### config.mk
export PLATFORM = sky130hd
export DESIGN_NAME = processor_timer_event_regs
export DESIGN_NICKNAME = d
export VERILOG_FILES = /design/src/timer_event_pkg.sv /design/src/processor_timer_event_regs.sv
export SDC_FILE = /design/constraint.sdc
export NUM_CORES = 1
export LEC_CHECK = 0
export BUFFER_PORTS_ARGS = -buffer_cell sky130_fd_sc_hd__buf_2
export CORE_MARGIN = 3
export CORE_UTILIZATION = 55
export CTS_CLUSTER_DIAMETER = 200
export DETAILED_ROUTE_END_ITERATION = 16
export HOLD_SLACK_MARGIN = 0.03
export PLACE_DENSITY_LB_ADDON = 0.3
export SYNTH_ARGS = -nofsm -noshare
export SYNTH_HDL_FRONTEND = slang
export SYNTH_SLANG_ARGS = --single-unit
### constraint.sdc
create_clock -name clock_i -period 3.6 [get_ports clock_i]
set_input_delay 0.36 -clock clock_i [delete_from_list [all_inputs] [get_ports clock_i]]
set_output_delay 0.36 -clock clock_i [all_outputs]
set_load 0.02 [all_outputs]
### src/timer_event_pkg.sv
package timer_event_pkg;

  // Special-register numbers of the three timer-event registers.
  localparam logic [9:0] SPR_STATUS  = 10'h3d8;
  localparam logic [9:0] SPR_CONTROL = 10'h3da;
  localparam logic [9:0] SPR_COUNTER = 10'h3db;

  // Fields are numbered from the most significant bit, so the ten control
  // bits sit at word bits 31:22 and the six status bits at 31:26.
  localparam int CTRL_LSB = 22;
  localparam int STAT_LSB = 26;

  // Time-base bit (counted from bit 0 of the low word) whose rise marks a
  // watchdog or fixed-interval event, indexed by the period code.
  localparam int WD_LSB [4] = '{16, 20, 24, 28};
  localparam int FX_LSB [4] = '{8, 12, 16, 20};

  // Reset codes shared by the reset-control and reset-cause fields.
  localparam logic [1:0] RST_NONE = 2'h0;

  // Reset values.
  localparam logic [31:0] CNT_RST = 32'h0;

  // Control word, most significant field first.
  typedef struct packed {
    logic [1:0] wdog_period;
    logic [1:0] wdog_reset_ctl;
    logic       wdog_irq_en;
    logic       interval_irq_en;
    logic [1:0] fixed_period_sel;
    logic       fixed_irq_en;
    logic       auto_reload_en;
  } ctrl_t;

  // Status word, most significant field first.
  typedef struct packed {
    logic       wdog_next_arm;
    logic       wdog_irq_flag;
    logic [1:0] wdog_reset_cause;
    logic       interval_irq_flag;
    logic       fixed_irq_flag;
  } stat_t;

  // One special-register move from the core.
  typedef struct packed {
    logic [9:0]  num;
    logic [31:0] wdata;
    logic        rd;
    logic        wr;
    logic        priv;
  } spr_req_t;

  // Whole state of the block.
  typedef struct packed {
    ctrl_t       ctrl;
    stat_t       stat;
    logic [31:0] cnt;
    logic [31:0] reload;
    logic        wd_prev;
    logic        fx_prev;
    logic [31:0] rdata;
    logic        rvalid;
    logic        priv_err;
    logic        wd_irq;
    logic        iv_irq;
    logic        fx_irq;
    logic        rst_pulse;
    logic [1:0]  rst_type;
  } state_t;

endpackage : timer_event_pkg

### src/processor_timer_event_regs.sv
`timescale 1ns/1ps

module processor_timer_event_regs
  import timer_event_pkg::*;
(
  // Clock and reset.
  input  wire logic        clock_i,
  input  wire logic        rst_i,
  // Special-register moves from the core.
  input  wire spr_req_t    spr_i,
  output logic [31:0]      spr_rdata_o,
  output logic             spr_rvalid_o,
  output logic             spr_priv_err_o,
  // Time base.
  input  wire logic        tb_tick_i,
  input  wire logic [31:0] timebase_low_i,
  // Interrupt requests.
  output logic             wdog_irq_o,
  output logic             interval_irq_o,
  output logic             fixed_irq_o,
  // Watchdog reset request.
  output logic             wdog_rst_o,
  output logic [1:0]       wdog_rst_type_o
);

  ////////////////////////////////////////////////////////////////////////////

  // Reset image of the state; auto-reload is off like every other bit.
  localparam state_t STATE_RST = '{
    ctrl:     ctrl_t'(10'h0),
    stat:     stat_t'(6'h0),
    cnt:      CNT_RST,
    reload:   CNT_RST,
    rdata:    32'h0,
    rst_type: RST_NONE,
    default:  1'b0
  };

  state_t s_q;
  state_t s_d;

  // Decoded access strobes.
  logic hit;
  logic rd_ok;
  logic wr_stat;
  logic wr_ctrl;
  logic wr_cnt;

  // Timer events.
  logic wd_bit;
  logic fx_bit;
  logic wd_edge;
  logic fx_edge;
  logic iv_event;

  ////////////////////////////////////////////////////////////////////////////

  // Address decode; unprivileged or unknown numbers touch nothing.
  // privileged decode only
  assign hit     = (spr_i.num == SPR_STATUS) || (spr_i.num == SPR_CONTROL)
                || (spr_i.num == SPR_COUNTER);
  assign rd_ok   = spr_i.rd && spr_i.priv && hit;
  assign wr_stat = spr_i.wr && spr_i.priv && (spr_i.num == SPR_STATUS);
  assign wr_ctrl = spr_i.wr && spr_i.priv && (spr_i.num == SPR_CONTROL);
  assign wr_cnt  = spr_i.wr && spr_i.priv && (spr_i.num == SPR_COUNTER);

  // Pick the time-base bits named by the period codes and find their rise.
  // A period change can show one early event; software sets periods first.
  // watchdog period select
  assign wd_bit  = timebase_low_i[WD_LSB[s_q.ctrl.wdog_period]];
  assign fx_bit  = timebase_low_i[FX_LSB[s_q.ctrl.fixed_period_sel]];
  assign wd_edge = wd_bit && !s_q.wd_prev;
  assign fx_edge = fx_bit && !s_q.fx_prev;

  // A software write beats a decrement in the same cycle.
  // interval event detect
  assign iv_event = tb_tick_i && (s_q.cnt == 32'h1) && !wr_cnt;

  ////////////////////////////////////////////////////////////////////////////

  // Next-state logic for the whole block.
  always_comb
  begin
    s_d           = s_q;
    s_d.rvalid    = 1'b0;
    s_d.rst_pulse = 1'b0;
    s_d.priv_err  = spr_i.rd || spr_i.wr ? hit && !spr_i.priv : 1'b0;
    s_d.wd_prev   = wd_bit;
    s_d.fx_prev   = fx_bit;

    // Register reads answer one cycle later.
    if (rd_ok)
    begin
      s_d.rvalid = 1'b1;
      if (spr_i.num == SPR_STATUS)
      begin
        s_d.rdata = {s_q.stat, 26'h0};
      end
      else if (spr_i.num == SPR_CONTROL)
      begin
        s_d.rdata = {s_q.ctrl, 22'h0};
      end
      else
      begin
        s_d.rdata = s_q.cnt;
      end
    end

    // Control write; the reset-control bits can only be added to.
    // reset control store
    if (wr_ctrl)
    begin
      s_d.ctrl = ctrl_t'(spr_i.wdata[31:CTRL_LSB]);
      s_d.ctrl.wdog_reset_ctl = s_d.ctrl.wdog_reset_ctl
                              | s_q.ctrl.wdog_reset_ctl;
    end

    // Interval counter: load, step down, reload or stop at zero.
    // counter step
    if (wr_cnt)
    begin
      s_d.cnt    = spr_i.wdata;
      s_d.reload = spr_i.wdata;
    end
    else if (tb_tick_i && (s_q.cnt != 32'h0))
    begin
      if (s_q.cnt == 32'h1)
      begin
        s_d.cnt = s_q.ctrl.auto_reload_en ? s_q.reload : 32'h0;
      end
      else
      begin
        s_d.cnt = s_q.cnt - 32'h1;
      end
    end

    // Clear mask first, so an event in the same cycle still sets its flag.
    // write one clears
    if (wr_stat)
    begin
      s_d.stat = s_q.stat & ~stat_t'(spr_i.wdata[31:STAT_LSB]);
    end

    if (iv_event)
    begin
      s_d.stat.interval_irq_flag = 1'b1;
    end
    if (fx_edge)
    begin
      s_d.stat.fixed_irq_flag = 1'b1;
    end

    // Watchdog sequence: arm, then flag, then reset if one is configured.
    // watchdog sequence
    if (wd_edge)
    begin
      if (!s_q.stat.wdog_next_arm)
      begin
        s_d.stat.wdog_next_arm = 1'b1;
      end
      else if (!s_q.stat.wdog_irq_flag)
      begin
        s_d.stat.wdog_irq_flag = 1'b1;
      end
      else if (s_q.ctrl.wdog_reset_ctl != RST_NONE)
      begin
        s_d.stat.wdog_reset_cause = s_q.ctrl.wdog_reset_ctl;
        s_d.rst_pulse             = 1'b1;
        s_d.rst_type              = s_q.ctrl.wdog_reset_ctl;
      end
    end

    // Requests follow the next flags so they line up with the status.
    // watchdog gate
    s_d.wd_irq = s_d.stat.wdog_irq_flag && s_d.ctrl.wdog_irq_en;
    s_d.iv_irq = s_d.stat.interval_irq_flag && s_d.ctrl.interval_irq_en;
    s_d.fx_irq = s_d.stat.fixed_irq_flag && s_d.ctrl.fixed_irq_en;
  end

  // State register.
  // reset clears mode
  always_ff @(posedge clock_i)
  begin
    if (rst_i)
    begin
      s_q <= STATE_RST;
    end
    else
    begin
      s_q <= s_d;
    end
  end

  ////////////////////////////////////////////////////////////////////////////

  // Outputs come straight from the state register.
  assign spr_rdata_o     = s_q.rdata;
  assign spr_rvalid_o    = s_q.rvalid;
  assign spr_priv_err_o  = s_q.priv_err;
  assign wdog_irq_o      = s_q.wd_irq;
  assign interval_irq_o  = s_q.iv_irq;
  assign fixed_irq_o     = s_q.fx_irq;
  assign wdog_rst_o      = s_q.rst_pulse;
  assign wdog_rst_type_o = s_q.rst_type;
endmodule : processor_timer_event_regs

==> impl_metrics.env <==
export IMPL_ys_warn_count=0
export IMPL_ys_seq_elements=122
export IMPL_htree_levels=4
export IMPL_ff_latch_area_mm2=0.00244
export IMPL_worst_slew_pin_slew_ns=0.945
export IMPL_p_per_area_mw_per_mm2=801
export IMPL_end_kind="flop"
export IMPL_max_clock_freq_mhz=338
export IMPL_stdcell_count=922
export IMPL_hold_viol=0
export IMPL_min_path_type="primary input to flop"
export IMPL_cts_tree="built"
export IMPL_clock_latency_ns=0.53
export IMPL_setup_violations_final=0
export IMPL_clk_pin_slew_ns=0.06
export IMPL_dr_pass1_iters=5
export IMPL_synth_top_family_by_area="simple AND/OR/NAND/NOR gates"
export IMPL_critPathMaxFanout=17
export IMPL_n_antenna_cell=0
export IMPL_synth_compound_area_share_pct=20.9
export IMPL_synth_seq_area_share_pct=41.4
export IMPL_ant_nets=0
export IMPL_setup_tns_ns=0
export IMPL_start_kind="flop"
export IMPL_synth_top_area_share_pct=41.4
export IMPL_post_cts_buffers=0
export IMPL_die_w_um=110
export IMPL_synth_mux_area_share_pct=3.39
export IMPL_wl_um=17100
export IMPL_vdd_drop_max_uv=437
export IMPL_rows=37
export IMPL_postSynthNetCount=814
export IMPL_synth_edf_count=0
export IMPL_multiInputGateArea_mm2=0.00296
export IMPL_viasPerCell=6.26
export IMPL_grt_pass1_vias=5180
export IMPL_numPortBuffers=93
export IMPL_drt_iter0_drc=583
export IMPL_start_util_pct=56.9
export IMPL_fin_nets=855
export IMPL_synth_simple_area_share_pct=24.5
export IMPL_grt_pass1_wl_um=26400
export IMPL_boundaryPins=120
export IMPL_netlist_area_mm2=0.00590
export IMPL_overflow=0
export IMPL_antenna_found_initial=0
export IMPL_vias=5769
export IMPL_worst_setup_path_type="flop to flop"
export IMPL_synth_cell_types=62
export IMPL_rsz0062_at_grt="no"
export IMPL_synth_top_area_cell="dfxtp_1"
export IMPL_dp_cells=890
export IMPL_p_leak_nw=2.68
export IMPL_status="finished, final reports clean"
export IMPL_syn_inst=732
export IMPL_die_area_mm2=0.0120
export IMPL_ys_flop_type="dfxtp_1"
export IMPL_cts_made_buffers=17
export IMPL_drive_gt1_share_pct=20.2
export IMPL_relSlewSlack_pct=36.5
export IMPL_hpwl_um=11700
export IMPL_core_area_mm2=0.0104
export IMPL_cts_sinks=122
export IMPL_finClkSkew_ns=0.00715
export IMPL_drv_slew=0
export IMPL_synth_adder_area_share_pct=0.424
export IMPL_synthArstFlopShare_pct=0
export IMPL_cts_buffer_depth=2
export IMPL_fill_cells=882
export IMPL_wl_per_cell_um=18.5
export IMPL_fp_dieH_um=110
export IMPL_synth_xor_area_share_pct=0.890
export IMPL_critical_path_required_ns=4.06
export IMPL_post_cts_resized=0
export IMPL_critical_path_arrival_ns=3.42
export IMPL_fin_crit_sh_pct=82.3
export IMPL_gp_congestion=0.933
export IMPL_root_buffer="clkbuf_8"
export IMPL_timing_hold_ws_ns=0.0550
export IMPL_hold_buffers=0
export IMPL_postSynthAreaPerCell_um2=8.07
export IMPL_max_cap_viol_count=0
export IMPL_period_needed_ns=2.96
export IMPL_synthToLayoutAreaGrowth_pct=16.4
export IMPL_drc=0
export IMPL_grt_usage_pct=28.6
export IMPL_synth_area_top_cells="dfxtp_1 41%, nand2_1 6.6%, a21oi_1 4.9%"
export IMPL_grt_max_degree=39
## registers in the layout, indices dropped and copies added, names as in the netlist
register,flops
interval_irq_o,1
wdog_irq_o,1
spr_rdata_o,32
s_q,82
wdog_rst_type_o,2
spr_priv_err_o,1
spr_rvalid_o,1
fixed_irq_o,1
wdog_rst_o,1
## metrics by stage
stage	worst slack, ns	utilization (%)	total power [mW]	instance area (um2)
finish	0.638	66.3	5.50	6870
global route	0.509	66.3	5.77	6870
CTS	0.696	66.3	5.45	6870
detailed placement	0.739	60.0	3.57	6220
global placement	0.764	60.0	3.54	6220
floorplan	0.916	-	3.06	5900
## Yosys cell counts (10+ instances only)
cell and number:
dfxtp_1 122, clkbuf_1 54, buf_4 34, and3_1 10, o21ai_1 28, a22o_1 22
nor3_1 29, nand2_1 104, a21oi_1 58, mux2i_1 14, nor2_1 52, nand3_1 32
a221oi_1 14, nor4_1 16, o21ai_0 25
## power breakdown
group	internal, mW	switching, mW	leakage, nW
combinational	0.753	1.18	1.38
clock	1.24	0.613	0.317
sequential	1.47	0.236	0.987
## metal layers
layer,track usage [%],wire length [um]
met1,40.5,7590
met2,41.0,7450
met3,7.99,1680
met4,11.2,367
met5,0,0
## area by class of cell
class | instances | area share (%)
clock inverter | 12 | 2.82
inverter | 5 | 0.273
timing repair buffer | 115 | 9.17
clock buffer | 20 | 6.63
sequential | 122 | 35.5
multi-input combinational | 512 | 43.1
tap | 136 | 2.48
## worst paths after layout
kind                                          from                  to  slack, ns  cells after the start
worst max-delay path                       s_q[76]             s_q[89]       0.64                      6
worst min-delay path                      spr_i[0]      spr_priv_err_o       0.05                      2
worst max register to register             s_q[76]             s_q[89]       0.64                      6
worst min register to register  wdog_rst_type_o[0]  wdog_rst_type_o[0]       0.45                      2
## cell families (layout without fill, tap and decap cells)
family | count (synthesis) | count (layout)
buf+inv | 98 | 152
mux | 17 | 17
fa+ha+maj | 2 | 2
compound gates | 192 | 192
flops | 122 | 122
xor+xnor | 6 | 6
simple gates | 295 | 295
## cells in the final DEF (no fill, tap or decap), types with 5 or more instances in the layout
| master | Yosys | routed |
|---|---|---|
| a311oi_1 | 7 | 7 |
| buf_2 | 2 | 93 |
| nand4_1 | 9 | 9 |
| and3_1 | 10 | 10 |
| a31oi_1 | 5 | 5 |
| a221oi_1 | 14 | 14 |
| or3_1 | 6 | 6 |
| buf_4 | 34 | 22 |
| a22o_1 | 22 | 22 |
| nor2b_1 | 5 | 5 |
| o21ai_0 | 25 | 25 |
| clkbuf_16 | 0 | 16 |
| bufinv_16 | 0 | 5 |
| o211ai_1 | 7 | 7 |
| inv_1 | 5 | 5 |
| nand3_1 | 32 | 32 |
| nand2_1 | 104 | 104 |
| nor4_1 | 16 | 16 |
| dfxtp_1 | 122 | 122 |
| mux2i_1 | 14 | 14 |
| a21oi_1 | 58 | 58 |
| nor3_1 | 29 | 28 |
| nor2_1 | 52 | 52 |
| o21ai_1 | 28 | 28 |
## worst max-delay path: stages, from the launching register on
cell	delay (ns)
dfxtp_1	0.40
or4_4	0.60
nor3_1	0.42
and4_1	0.46
and3_1	0.64
a221oi_1	0.20
o21ai_1	0.16
No activity file was read; power rests on OpenSTA's default activity.
